===== config.mk =====
export PLATFORM = sky130hd
export DESIGN_NAME = fbx_exec
export DESIGN_NICKNAME = d
export VERILOG_FILES = /design/src/verilog/fbx_pkg.sv /design/src/verilog/fbx_exec.sv /design/src/verilog/fbx_phase_gen.sv
export SDC_FILE = /design/constraint.sdc
export NUM_CORES = 1
export LEC_CHECK = 0
export BUFFER_PORTS_ARGS = -buffer_cell sky130_fd_sc_hd__buf_2
export CORE_MARGIN = 2
export CORE_UTILIZATION = 25
export CTS_BUF_LIST = sky130_fd_sc_hd__clkbuf_4
export CTS_CLUSTER_SIZE = 20
export DETAILED_ROUTE_END_ITERATION = 7
export HOLD_SLACK_MARGIN = 0.03
export PLACE_DENSITY = 0.43
export SKIP_LAST_GASP = 1
export SYNTH_ARGS = -nofsm -noshare
export SYNTH_HDL_FRONTEND = slang
export SYNTH_HIERARCHICAL = 1
export SYNTH_SLANG_ARGS = --single-unit

===== constraint.sdc =====
create_clock -name clk -period 3.95 [get_ports clk]
set_clock_uncertainty 0.1 [all_clocks]
set_input_delay 0.5925 -clock clk [delete_from_list [all_inputs] [get_ports clk]]
set_output_delay 0.5925 -clock clk [all_outputs]
set_load 0.1 [all_outputs]

===== src/verilog/fbx_pkg.sv =====
// package: constants and carrier types for the branch and bit-clear executor
package fbx_pkg;
  localparam logic [7:0]  OPC_BR_CARRY = 8'he2;  // branch if carry set
  localparam logic [7:0]  OPC_BR_NEG   = 8'he6;  // branch if negative set
  localparam logic [3:0]  OPC_BITCLR   = 4'h9;   // clear register bit
  localparam int          OPC_HI_POS   = 8;
  localparam int          BIT_IDX_POS  = 9;
  localparam int          ACC_BIT_POS  = 8;
  localparam logic [7:0]  LIT_OFS_MAX  = 8'h5f;  // indexed mode limit
  localparam logic [1:0]  PH_Q1        = 2'h0;
  localparam logic [1:0]  PH_Q2        = 2'h1;
  localparam logic [1:0]  PH_Q3        = 2'h2;
  localparam logic [1:0]  PH_Q4        = 2'h3;
  localparam logic [20:0] PC_RESET     = 21'h000000;
  localparam int          PC_WIDTH     = 21;

  typedef enum logic [1:0] {
    MODE_BANKED,
    MODE_ACCESS,
    MODE_INDEXED
  } fbx_mode_t;

  typedef struct packed {
    logic [11:0] addr;
    logic [7:0]  data;
    logic        we;
    logic        re;
  } fbx_mem_t;
endpackage : fbx_pkg

===== src/verilog/fbx_exec.sv =====
// executes the carry and negative branches and the register bit clear
`timescale 1ns/1ps
// Notes on behaviour
// - opcode high byte e2 branches only when carry is one, else falls through.
// - the negative branch is taken only when the negative flag is one.
// - negative branch recognised by high byte e6, low byte is the offset.
// - offset is signed eight bits, -128..127, doubled before the add.
// - taken target is instruction address plus two plus twice the offset.
// - not taken is one cycle; taken adds one idle no-operation cycle.
// - high nibble 9 with bit index and bank bit clears that register bit.
// - bank bit zero picks the fixed access bank, ignoring bank select.
// - bank bit one picks the bank held in the bank select register.
// - extended set, bank bit zero, address up to 5f uses indexed mode.
module fbx_exec
  import fbx_pkg::*;
#(
  parameter int PCW = PC_WIDTH
) (
  input  wire logic [15:0]  instr,      // instruction word under execution
  input  wire logic         instrValid, // word present, sampled in phase four
  input  wire logic         carry,      // carry status flag
  input  wire logic         negative,   // negative status flag
  input  wire logic         extEnable,  // extended instruction set enabled
  input  wire logic [3:0]   bankSelect, // bank select register contents
  input  wire logic [11:0]  fsrBase,    // index base for literal-offset mode
  input  wire logic [7:0]   memRdata,   // data memory read value
  input  wire logic         clk,        // core clock, 125 MHz
  input  wire logic         nrst,       // sync reset, active low
  output fbx_mem_t          mem,        // data memory request
  output logic [PCW-1:0]    pc,         // program counter
  output logic              pcLoad,     // pulse when branch writes counter
  output logic              idleCycle,  // high through the idle cycle
  output logic              cycDone,    // pulse at each cycle end
  output logic [1:0]        qPhase      // phase, registered one clock behind
);
  logic [1:0] phase;
  logic       cycEnd;
  logic [15:0] ir;
  logic        irValid;
  logic        idle;
  logic [7:0]  rdHold;

  // free-running: one instruction word every four clocks
  fbx_phase_gen u_phase (
    .clk    (clk),
    .nrst   (nrst),
    .run    (1'b1),
    .phase  (phase),
    .cycEnd (cycEnd)
  );

  // decode
  wire isBrCarry = irValid && !idle
                   && ir[15:OPC_HI_POS] == OPC_BR_CARRY;
  wire isBrNeg   = irValid && !idle
                   && ir[15:OPC_HI_POS] == OPC_BR_NEG;
  wire isBitClr  = irValid && !idle && ir[15:12] == OPC_BITCLR;
  wire takeBr    = (isBrCarry && carry)
                   || (isBrNeg && negative);

  // signed word offset; pc already points past this instruction
  wire logic [PCW-1:0] ofsExt = PCW'(signed'(ir[7:0]));
  wire logic [PCW-1:0] target = pc + (ofsExt << 1);

  // operand address selection
  wire        accBit   = ir[ACC_BIT_POS];
  wire [2:0]  bitIdx   = ir[BIT_IDX_POS +: 3];
  wire [7:0]  fAddr    = ir[7:0];
  wire fbx_mode_t mode = accBit ? MODE_BANKED
                         : (extEnable && fAddr <= LIT_OFS_MAX)
                           ? MODE_INDEXED : MODE_ACCESS;
  wire [11:0] accAddr  = fAddr[7] ? {4'hf, fAddr} : {4'h0, fAddr};
  wire [11:0] opAddr   = (mode == MODE_BANKED) ? {bankSelect, fAddr}
                       : (mode == MODE_INDEXED)
                         ? fsrBase + {4'h0, fAddr} : accAddr;
  wire [7:0]  clrMask  = ~(8'h01 << bitIdx);
  wire [7:0]  wrData   = rdHold & clrMask;

  // mem is registered, so re shows in Q2 and we in Q4
  fbx_mem_t next_mem;
  always_comb begin
    next_mem      = '0;
    next_mem.addr = opAddr;
    next_mem.data = wrData;
    next_mem.re   = isBitClr && phase == PH_Q1;      // read in Q2
    next_mem.we   = isBitClr && phase == PH_Q3;      // write in Q4
  end

  always_ff @(posedge clk) begin
    if (!nrst) begin
      ir      <= 16'h0000;
      irValid <= 1'b0;
    end else if (phase == PH_Q4) begin
      ir      <= instr;
      irValid <= instrValid;
    end
  end

  always_ff @(posedge clk) begin
    if (!nrst) begin
      rdHold <= 8'h00;
    end else if (phase == PH_Q2 && isBitClr) begin
      rdHold <= memRdata;
    end
  end

  // pc written at end of Q3 so it shows during Q4 of the branch
  always_ff @(posedge clk) begin
    if (!nrst) begin
      pc     <= PCW'(PC_RESET);
      pcLoad <= 1'b0;
    end else begin
      pcLoad <= 1'b0;
      if (phase == PH_Q3 && takeBr) begin
        pc     <= target;
        pcLoad <= 1'b1;
      end else if (phase == PH_Q3 && !idle) begin
        pc <= pc + PCW'(2);   // sequential fall-through
      end
    end
  end

  // taken branch inserts one no-operation cycle; the fetched word is dropped
  always_ff @(posedge clk) begin
    if (!nrst) begin
      idle <= 1'b0;
    end else if (cycEnd) begin
      idle <= takeBr;
    end
  end

  always_ff @(posedge clk) begin
    if (!nrst) begin
      mem       <= '0;
      idleCycle <= 1'b0;
      cycDone   <= 1'b0;
      qPhase    <= PH_Q1;
    end else begin
      mem       <= next_mem;
      idleCycle <= cycEnd ? takeBr : idle;
      cycDone   <= cycEnd;
      qPhase    <= phase;
    end
  end

  // checks
  AST_CARRY_TAKEN: assert property (@(posedge clk) disable iff (!nrst)
    phase == PH_Q3 && isBrCarry && carry |=> pcLoad && pc == $past(target))
    else $error("carry branch not taken");
  AST_CARRY_FALL: assert property (@(posedge clk) disable iff (!nrst)
    phase == PH_Q3 && isBrCarry && !carry |=> !pcLoad
      && pc == $past(pc) + PCW'(2))
    else $error("carry branch fell through wrongly");
  AST_NEG_TAKEN: assert property (@(posedge clk) disable iff (!nrst)
    phase == PH_Q3 && isBrNeg && negative |=> pcLoad)
    else $error("negative branch not taken");
  AST_NEG_FALL: assert property (@(posedge clk) disable iff (!nrst)
    phase == PH_Q3 && isBrNeg && !negative |=> !pcLoad
      && pc == $past(pc) + PCW'(2))
    else $error("negative branch fell through wrongly");
  AST_OFS_SIGN: assert property (@(posedge clk) disable iff (!nrst)
    phase == PH_Q3 && takeBr |=> pc - $past(pc)
      == {{(PCW-9){$past(ir[7])}}, $past(ir[7:0]), 1'b0})
    else $error("offset not sign extended and doubled");
  AST_TARGET: assert property (@(posedge clk) disable iff (!nrst)
    pcLoad |-> pc[0] == $past(pc[0], 1))
    else $error("target not word aligned");
  // the no-op cycle freezes the counter and is flagged for four clocks
  AST_IDLE_CYC: assert property (@(posedge clk) disable iff (!nrst)
    cycEnd && takeBr |=> idle [*4] ##1 !idle)
    else $error("idle cycle not exactly one cycle");
  AST_IDLE_OUT: assert property (@(posedge clk) disable iff (!nrst)
    cycEnd && takeBr |=> idleCycle)
    else $error("idle cycle not flagged");
  AST_IDLE_PC: assert property (@(posedge clk) disable iff (!nrst)
    idle && phase == PH_Q3 |=> pc == $past(pc))
    else $error("counter moved in idle cycle");
  AST_BR_NO_WR: assert property (@(posedge clk) disable iff (!nrst)
    phase == PH_Q3 && (isBrCarry || isBrNeg) |=> !mem.we)
    else $error("branch wrote data memory");
  AST_LOAD_PULSE: assert property (@(posedge clk) disable iff (!nrst)
    pcLoad |=> !pcLoad)
    else $error("counter load longer than one clock");
  AST_CYC_PERIOD: assert property (@(posedge clk) disable iff (!nrst)
    cycDone |=> !cycDone [*3] ##1 cycDone)
    else $error("instruction cycle not four clocks");
  AST_CLR_BIT: assert property (@(posedge clk) disable iff (!nrst)
    next_mem.we |-> next_mem.data[bitIdx] == 1'b0
      && (next_mem.data | (8'h01 << bitIdx))
         == ($past(memRdata) | (8'h01 << bitIdx)))
    else $error("bit clear corrupted data");
  AST_ACCESS: assert property (@(posedge clk) disable iff (!nrst)
    isBitClr && !accBit && !extEnable |-> opAddr == {{4{fAddr[7]}}, fAddr})
    else $error("access bank not used");
  AST_BANKED: assert property (@(posedge clk) disable iff (!nrst)
    isBitClr && accBit |-> opAddr[11:8] == bankSelect)
    else $error("bank select ignored");
  AST_INDEXED: assert property (@(posedge clk) disable iff (!nrst)
    isBitClr && !accBit && extEnable && fAddr <= LIT_OFS_MAX
      |-> mode == MODE_INDEXED)
    else $error("indexed mode not used");
  AST_RMW: assert property (@(posedge clk) disable iff (!nrst)
    next_mem.re |-> ##2 next_mem.we)
    else $error("write not two phases after read");
  AST_ONE_READ: assert property (@(posedge clk) disable iff (!nrst)
    mem.re |=> !mem.re)
    else $error("read longer than one phase");
  AST_CLR_PC: assert property (@(posedge clk) disable iff (!nrst)
    isBitClr && phase == PH_Q3 |=> !pcLoad
      && pc == $past(pc) + PCW'(2))
    else $error("bit clear changed program flow");

  COV_CARRY: cover property (@(posedge clk) disable iff (!nrst)
    pcLoad && $past(isBrCarry));
  COV_NEG_FALL: cover property (@(posedge clk) disable iff (!nrst)
    phase == PH_Q3 && isBrNeg && !negative);
  COV_CLR_IDX: cover property (@(posedge clk) disable iff (!nrst)
    next_mem.we && mode == MODE_INDEXED);
  COV_CLR_BANK: cover property (@(posedge clk) disable iff (!nrst)
    next_mem.we && mode == MODE_BANKED);
  COV_IDLE: cover property (@(posedge clk) disable iff (!nrst)
    idleCycle && cycDone);
endmodule : fbx_exec


===== src/verilog/fbx_phase_gen.sv =====
// four-phase divider producing a phase index and a one-cycle end pulse
`timescale 1ns/1ps
module fbx_phase_gen
  import fbx_pkg::*;
(
  input  wire logic       clk,     // core clock
  input  wire logic       nrst,    // sync reset, active low
  input  wire logic       run,     // advance phases
  output logic      [1:0] phase,   // current phase index
  output logic            cycEnd   // pulse in the last phase
);
  always_ff @(posedge clk) begin
    if (!nrst) begin
      phase <= PH_Q1;
    end else if (run) begin
      phase <= phase + 2'h1;
    end
  end

  assign cycEnd = run && (phase == PH_Q4);
endmodule : fbx_phase_gen


Word level (Yosys, flattened, before mapping)
Cells that the tools add are included.
{"block": "classes", "shifts": 1, "add_sub_neg": 4, "order_cmp": 1, "bitwise_logic": 2, "n_eq_ne": 7, "reduce_logical": 17, "div": 0, "n_mux": 8, "mul": 0}
{"cell": "$mux W21", "count": 2}
{"cell": "$mux W12", "count": 3}
{"cell": "$add A21 B2 Y21 const B", "count": 1}
{"cell": "$add A21 B21 Y21", "count": 1}
{"cell": "$eq A8 B8 Y1 const B", "count": 2}
{"cell": "$add A12 B8 Y12", "count": 1}
{"cell": "$logic_and A1 B1 Y1", "count": 12}
{"cell": "$and A8 B8 Y8", "count": 1}
{"cell": "$le A8 B7 Y1 const B", "count": 1}
{"cell": "$not A8 Y8", "count": 1}
{"cell": "$shl A1 B3 Y8 const A", "count": 1}
{"cell": "$eq A2 B2 Y1 const B", "count": 3}
{"cell": "$eq A4 B4 Y1 const B", "count": 1}
{"cell": "$logic_not A2 Y1", "count": 2}
{"cell": "$mux W2", "count": 2}
{"cell": "$add A2 B1 Y2 const B", "count": 1}
{"cell": "$eq A2 B1 Y1 const B", "count": 1}
{"cell": "$reduce_bool A2 Y1", "count": 1}
{"cell": "$logic_not A1 Y1", "count": 1}
{"cell": "$logic_or A1 B1 Y1", "count": 1}
{"cell": "$mux W1", "count": 1}
{"block": "word_totals", "latch_bits": 0, "mem_bits_rw": 0, "output_inout_bits": 48, "reg_bits": 75, "memories": 0, "wordCells": 53, "rom_bits": 0, "inputBits": 46}

Depth between registers and ports, before layout
Gate-level depths: netlist (run 1).
{"block": "logic_depth", "depth_word": 7, "mapped_depth": 16, "ltp_nobuf": 14}

Cells and area by module
Netlist (run 1), hierarchy kept.
{"module": "fbx_exec", "instances": 1, "seq_area_each_um2": 1441.4, "cells_per_inst": 484, "area_each_um2": 3948.8}
{"module": "fbx_phase_gen", "instances": 1, "seq_area_each_um2": 40.0, "cells_per_inst": 8, "area_each_um2": 91.3}

Least setup slack after synthesis (run 1)
No wires, ideal clock.
{"block": "synth_path", "path_kind": "flip-flop to flip-flop", "start": "register idleCycle (netlist name)", "end": "register pc[15]", "arrival_time_ns": 3.607, "setup_time_ns": 0.132, "path_stages_with_launch": 16, "path_buffers": 1, "path_slack_ns": 0.111, "t_required_ns": 3.718, "path_cell_list": "dfxtp_1 -> nand3b_1 -> nor4b_2 -> and3b_1 -> buf_6 -> or2b_1 -> ha_1 -> fa_1 -> a211oi_1 -> o21bai_1 -> a21oi_2 -> o21a_1 -> o21bai_1 -> a21oi_1 -> mux2i_1 -> a21oi_1"}
{"item": "end signal, assigned", "line_no": "fbx_exec.sv:110", "source": "pc <= PCW'(PC_RESET);"}
{"item": "end signal, assigned", "line_no": "fbx_exec.sv:115", "source": "pc <= target;"}
{"item": "end signal, assigned", "line_no": "fbx_exec.sv:118", "source": "pc <= pc + PCW'(2);"}
{"item": "end, declared", "line_no": "fbx_exec.sv:30", "source": "output logic [PCW-1:0] pc,"}

Worst setup path after layout (run 1)
{"block": "layout_path", "start": "register ir[11]", "end": "register pc[17]"}
{"block": "layout_between", "elab_chain_len": 6, "elab_cells_between_ends": 10, "classes_between": "eq/ne: 2; mux: 1; reduce/logical: 7"}
{"item": "start, declared", "line_no": "fbx_exec.sv:38", "source": "logic [15:0] ir;"}
{"item": "start signal, assigned", "line_no": "fbx_exec.sv:94", "source": "ir <= instr;"}
{"item": "$eq A8 B8 Y1 (on tied branches)", "line_no": "fbx_exec.sv:54, fbx_exec.sv:56"}
{"item": "$logic_and A1 B1 Y1 (on tied branches)", "line_no": "fbx_exec.sv:54, fbx_exec.sv:56"}
{"item": "$logic_and A1 B1 Y1 (on tied branches)", "line_no": "fbx_exec.sv:58, fbx_exec.sv:59"}
{"item": "$logic_or A1 B1 Y1 *", "line_no": "fbx_exec.sv:59", "source": "|| (isBrNeg && negative);"}
{"item": "$logic_and A1 B1 Y1 *", "line_no": "fbx_exec.sv:114", "source": "if (phase == PH_Q3 && takeBr) begin"}
{"item": "$mux W21 or $reduce_bool A2 Y1 (tied branches)"}
Mark *: on every way between the ends. The rest lies on a longest branch, timed or not.
A chain may end at the register's enable or synchronous reset.

==> impl_metrics.csv, run 1 <==
group,metric,value,unit
outcome,run_status,"completed",
clock_network,cts-buffers-inserted,9,
drt,post_drt_via_cell_ratio,4.62,
drt,post-route-drc-count,0,
setup_path,critical_path_peak_fanout,6,
logic_synthesis,synthCells,492,
die,placement_rows,46,
die,die-area,17200,um2
clock_network,cts_tree,"built",
global_route,grt_use_total,0.134,
sta,clock.fmax,279,MHz
die,ios,94,
sta,timing.final.max_slew_violations,0,
setup_path,path_cells,"nand4b_1 -> nor4b_2 -> and3b_1 -> or2b_1 -> ha_1 -> fa_1 -> a211oi_2 -> o21bai_1 -> a21oi_2 -> o21a_1 -> o21ai_1 -> a31oi_1 -> nand4_1 -> o211ai_1",
final_layout,number_of_nets_in_the_layout,661,
place,place.port_buffers,92,
drt,drt_iter0_drc,142,
sta,fin_setup_tns,0,ns
die,fp.dieH,131,um
hold_path,worst_hold_path.endpoint,"rdHold[4]",
final_layout,drive_above_1_share,0.227,
drt,wire_per_inst,14.0,um
sta,worst_slew_pin_slew,0.982,ns
setup_path,crit_required,4.25,ns
global_route,first_global_vias,3619,
sta,setup_violating_endpoint_count_in_the_final_report,0,
global_route,grt_first_pass_wirelength,18500,um
logic_synthesis,postSynthAreaPerCell,8.21,um2
final_layout,final-instance-count-excl-fill,807,
setup_path,crit-reg2reg-capture,"pc[17]",
clock_network,cts.clk_slew.worst_paths,0.15,ns
sta,max-slew-margin-rel,0.345,
setup_path,worst_ep_arrival_time,3.88,ns
setup_path,delay_of_the_slowest_critical_path_stage,0.41,ns
drt,wirelength,11300,um
clock_network,clk_root_buffer_cell,"clkbuf_4",
sta,post-route-min-period,3.58,ns
die,die_w,131,um
logic_synthesis,synth_largest_type_area_fraction,0.367,
logic_synthesis,netlist_area,4040,um2
sta,grt_setup_unrepaired,"false",
setup_path,timing.critical_path.from,"ir[11]",
final_layout,area_growth_syn_to_layout,21.1,%
die,initial_core_util,0.255,
global_route,global_route.overflow_total,0,
power_and_ir_drop,cellLeakagePower,2.20,nW
clock_network,cts_max_path_buffers,2,
logic_synthesis,ys.warnings.count,6,
drt,postRouteAntennaNets,0,
logic_synthesis,number_of_register_bits_inferred_by_synthesis,74,
place,dp.final_hpwl,8390,um
setup_path,timing.rr.start,"ir[11]",
sta,hold_viol,0,
setup_path,startpoint_type,"register",
setup_path,critical_path_class,"reg2reg",
clock_network,postCtsSetupRepairBufs,0,
logic_synthesis,ys_seq_area_frac,0.367,
power_and_ir_drop,worst_ir_drop_vdd,0.129,mV
clock_network,clkLatencyLatePin,0.46,ns
power_and_ir_drop,cellPowerDensity,317,nW/um2
logic_synthesis,synth.top_cells.by_area,"dfxtp_1, ha_1, nand2_1",
logic_synthesis,async_reset_ff_frac,0,
logic_synthesis,ys.flop_type,"dfxtp_1",
drt,detailroute.via_count,3728,
hold_path,hold_path_depth,3,
logic_synthesis,synthDominantAreaCellType,"dfxtp_1",
hold_path,hold_path_startpoint,"memRdata[4]",
place,placed_cells,790,
setup_path,slowest_stage,"fa_1",
setup_path,r2r_setup_slack,0.37,ns
place,gpl.final_weighted_congestion,0.772,
setup_path,worst_setup_path_end_kind,"register",
hold_path,min-delay-path-class,"in2reg",
clock_network,ctsHtreeMaxLevel,3,
logic_synthesis,distinct_cells_synth,57,
drt,detailedRoute.firstPassIterationCount,4,
die,floorplan.core_area,15800,um2
global_route,grt_start_max_net_pins,38,
sta,layout_worst_path_cycle_share,0.906,
logic_synthesis,synth-edff-count,0,
global_route,antenna_violations_before_repair,1,
setup_path,reg2reg_depth,14,
run,drv.max_cap_violation_count,0,
clock_network,cts.sinks,74,
==> area by class of cell <==
cell class	instances	area, um2
fill	1741	10900
multi-input combinational	381	2390
sequential	74	1480
timing repair buffer	102	536
tap	216	270
clock inverter	7	82.6
clock buffer	9	67.6
inverter	17	63.8
antenna	1	2.50
==> where the power goes <==
part | switching, mW | internal (mW) | total (mW) | leakage (nW)
clock | 0.323 | 0.203 | 0.526 | 0.0755
sequential | 0.0139 | 0.765 | 0.779 | 0.599
combinational | 0.186 | 0.0620 | 0.248 | 1.52
total | 0.522 | 1.03 | 1.55 | 2.20
==> cell usage after synthesis (8+ instances only) <==
cell      number
a21o_1        10
a21oi_1       56
and2_1         8
and2_2         8
clkbuf_1      17
dfxtp_1       74
ha_1          28
inv_1         16
mux2i_1       13
nand2_1       90
nand3_1       10
nor2_1        29
o21ai_0       18
xnor2_1       11
==> sequential cells by signal, summed over array words and instances (netlist names) <==
name and flops:
mem 22, qPhase 2, rdHold 8, ir 16
pc 20, pcLoad 1, u_phase/phase 2, idleCycle 1
irValid 1, cycDone 1
==> cell families after synthesis <==
| logic type | count (synthesis) | synth area share |
|---|---|---|
| compound gates | 130 | 0.199 |
| xor+xnor | 15 | 0.0325 |
| fa+ha+maj | 30 | 0.0966 |
| buf+inv | 39 | 0.0458 |
| flops | 74 | 0.367 |
| mux | 13 | 0.0322 |
| other cells | 2 | 0.00186 |
| simple gates | 189 | 0.225 |
==> cell usage in the layout (no fill, tap or decap), types with 11 or more instances in the layout <==
| cell type | Yosys | final |
|---|---|---|
| mux2i_1 | 13 | 13 |
| a21oi_1 | 56 | 56 |
| ha_1 | 28 | 28 |
| nor2_1 | 29 | 28 |
| xnor2_1 | 11 | 11 |
| nand2_1 | 90 | 90 |
| inv_1 | 16 | 16 |
| buf_2 | 0 | 92 |
| o21ai_0 | 18 | 18 |
| dfxtp_1 | 74 | 74 |
==> layer usage <==
metal	vias up	GRT usage	part of all wire
li1	1927	-	-
met1	1713	0.176	0.48
met2	78	0.213	0.45
met3	10	0.0374	0.050
met4	0	0.0399	0.014
met5	-	0	0
==> worst max-delay path, delay by kind of cell (launching register included) <==
kind / cells / cell delay [ns]
AO/OA/AOI/OAI: 7 / 1.28
adder cells (fa/ha/maj): 2 / 0.61
flip-flops: 1 / 0.39
AND/OR/NAND/NOR: 5 / 1.15
==> per-stage QoR <==
stage	total power, mW	area [um2]	setup slack (ns)	utilization	hold slack [ns]
2_1_floorplan	0.978	4050	0.111	-	0.312
3_3_place_gp	1.04	4730	0.145	0.299	0.327
3_5_place_dp	1.04	4730	0.156	0.299	0.324
4_1_cts	1.58	4880	0.294	0.309	0.206
5_1_grt	1.63	4890	0.0323	0.309	0.210
6_report	1.55	4890	0.370	0.309	0.244
==> worst max path at each step <==
| stage | cells past startpoint | to | slack (ns) |
|---|---|---|---|
| after global routing | 13 | pc[11] | 0.03 |
| final | 14 | pc[17] | 0.37 |
| after floorplan | 15 | pc[15] | 0.11 |
| after CTS | 13 | pc[11] | 0.29 |
| after global placement | 15 | pc[15] | 0.15 |
| after detailed placement | 15 | pc[17] | 0.16 |
==> timing repair <==
| action | CTS | global route |
|---|---|---|
| hold buffers | 0 | 0 |
| endpoints found under the setup margin | 0 | 3 |
| resized for setup | 0 | 1 |
Note: power is estimated with default switching activity, not from simulation.
==> run 2, diff against run 1 <==
--- a/config.mk
+++ b/config.mk
@@ -6,6 +6,7 @@
 export NUM_CORES = 1
 export LEC_CHECK = 0
 export BUFFER_PORTS_ARGS = -buffer_cell sky130_fd_sc_hd__buf_2
+export CAP_MARGIN = 20
 export CORE_MARGIN = 2
 export CORE_UTILIZATION = 25
 export CTS_BUF_LIST = sky130_fd_sc_hd__clkbuf_4
@@ -13,6 +14,7 @@
 export DETAILED_ROUTE_END_ITERATION = 7
 export HOLD_SLACK_MARGIN = 0.03
 export PLACE_DENSITY = 0.43
+export RECOVER_POWER = 50
 export SKIP_LAST_GASP = 1
 export SYNTH_ARGS = -nofsm -noshare
 export SYNTH_HDL_FRONTEND = slang
==> constraint.sdc (replaced) <==
create_clock -name clk -period 4.5 [get_ports clk]
set_clock_uncertainty 0.1 [all_clocks]
set_input_delay 0.675 -clock clk [delete_from_list [all_inputs] [get_ports clk]]
set_output_delay 0.675 -clock clk [all_outputs]
set_load 0.1 [all_outputs]
==> impl_metrics.csv, run 2 (same netlist as run 1, synthesis figures left out) <==
group,metric,value,unit
setup_path,crit_required,4.76,ns
sta,worst_slack,0.489,ns
sta,setup_violating_endpoint_count_in_the_final_report,0,
clock_network,cts_max_path_buffers,2,
final_layout,area_growth_syn_to_layout,18.9,%
final_layout,number_of_nets_in_the_layout,654,
place,gpl.final_weighted_congestion,0.801,
place,placed_cells,783,
die,die_w,131,um
drt,detailedRoute.firstPassIterationCount,5,
clock_network,cts.clk_slew.worst_paths,0.15,ns
final_layout,layout.cells.most_common_list,"nand2_1, dfxtp_1, buf_2",
die,initial_core_util,0.255,
outcome,violations,"capacitance limit, slew limit",
global_route,grt_start_max_net_pins,38,
clock_network,clkLatencyLatePin,0.46,ns
global_route,global_route.overflow_total,0,
drt,wire_per_inst,14.1,um
global_route,grt_use_total,0.131,
final_layout,final-instance-count-excl-fill,800,
drt,drt_iter0_drc,168,
drt,post-route-drc-count,0,
clock_network,cts.sinks,74,
drt,detailroute.via_count,3696,
die,die-area,17200,um2
sta,grt_setup_unrepaired,"false",
clock_network,cts-buffers-inserted,9,
sta,fin_setup_tns,0,ns
run,drv.max_cap_violation_count,1,
power_and_ir_drop,cellPowerDensity,283,nW/um2
final_layout,final_design_area_no_fill,4800,um2
drt,wirelength,11300,um
final_layout,finish.utilization,0.303,
die,ios,94,
power_and_ir_drop,total_power,1.36,mW
clock_network,cts_resized,0,
place,dp.final_hpwl,8240,um
setup_path,worst_ep_arrival_time,4.27,ns
final_layout,top_register,"mem",
sta,clock.fmax,249,MHz
setup_path,critical_path_peak_fanout,10,
setup_path,startpoint_type,"register",
clock_network,ctsHoldBuffers,0,
final_layout,biggestRegsByFlops,"mem: 22 flops, pc: 20 flops, ir: 16 flops",
clock_network,clk_root_buffer_cell,"clkbuf_4",
global_route,grt_first_pass_wirelength,18100,um
final_layout,final_common_cell,"nand2_1",
place,place.port_buffers,92,
sta,timing.final.max_slew_violations,38,
sta,layout_worst_path_cycle_share,0.891,
final_layout,largest_register_ff_count,22,
drt,postRouteAntennaNets,0,
setup_path,worst_setup_path_end_kind,"register",
outcome,run_status,"finished with violations",
global_route,first_global_vias,3562,
global_route,antenna_violations_before_repair,1,
clock_network,postCtsSetupRepairBufs,0,
sta,hold_viol,0,
final_layout,drive_above_1_share,0.175,
sta,whs,0.336,ns
setup_path,critical_path_class,"reg2reg",
die,floorplan.core_area,15800,um2
die,fp.dieH,131,um
clock_network,cts_tree,"built",
sta,worst_slew_pin_slew,1.72,ns
sta,post-route-min-period,4.01,ns
sta,max-slew-margin-rel,-0.144,
place,post_dp_cell_area,4680,um2
clock_network,ctsHtreeMaxLevel,3,
hold_path,min-delay-path-class,"reg2reg",
die,placement_rows,46,
drt,post_drt_via_cell_ratio,4.62,
power_and_ir_drop,worst_ir_drop_vdd,0.107,mV
power_and_ir_drop,cellLeakagePower,2.06,nW
place,detailedPlace.worstSlack,0.329,ns
run 2: cell count changes in the layout (fill, tap and decap cells not counted):
cell,previous run,this run
clkbuf_1,0,24
buf_2,92,70
buf_4,10,1
and2_0,0,3
and2_1,8,5
clkinv_4,0,3
clkinvlp_4,2,0
a211oi_1,5,6
a211oi_2,1,0
inv_6,3,2
run 2: final timing paths:
kind                   from  endpoint  slack, ns  cells past startpoint
setup / recovery     ir[10]    pc[15]       0.49                     14
hold / removal    rdHold[2]    mem[4]       0.34                      2
setup reg to reg     ir[10]    pc[15]       0.49                     14
hold reg to reg   rdHold[2]    mem[4]       0.34                      2
run 2: final cells by class:
class,instances,area (um2)
diodes,1,2.50
clock buffers,9,67.6
clock inverters,7,85.1
fillers,1725,11000
inverters,17,63.8
multi-input cells,381,2380
flip-flops and latches,74,1480
well taps,216,270
repair buffers,95,448
run 2: metal layers:
layer,share of wire,vias up,wire (um),global-route usage
met5,0,-,0,0
met4,0.011,0,129,0.0435
met3,0.039,9,444,0.0332
met2,0.45,83,5040,0.207
met1,0.50,1692,5670,0.175
li1,-,1912,-,-
run 2: power by group:
part / total, mW / internal (mW) / leakage (nW) / switching (mW)
logic: 0.212 / 0.0509 / 1.38 / 0.161
registers: 0.686 / 0.672 / 0.599 / 0.0142
clock network: 0.461 / 0.180 / 0.0830 / 0.282
run 2: critical path, stage by stage (launching register included):
cell      delay, ns
dfxtp_1        0.53
mux2i_1        0.16
nor4b_2        0.33
and3b_1        0.40
or2b_1         0.26
ha_1           0.20
fa_1           0.43
a211oi_1       0.31
o21bai_1       0.14
a21oi_2        0.25
o21a_1         0.21
o21bai_1       0.09
a21oi_1        0.20
mux2i_1        0.22
a21oi_1        0.08
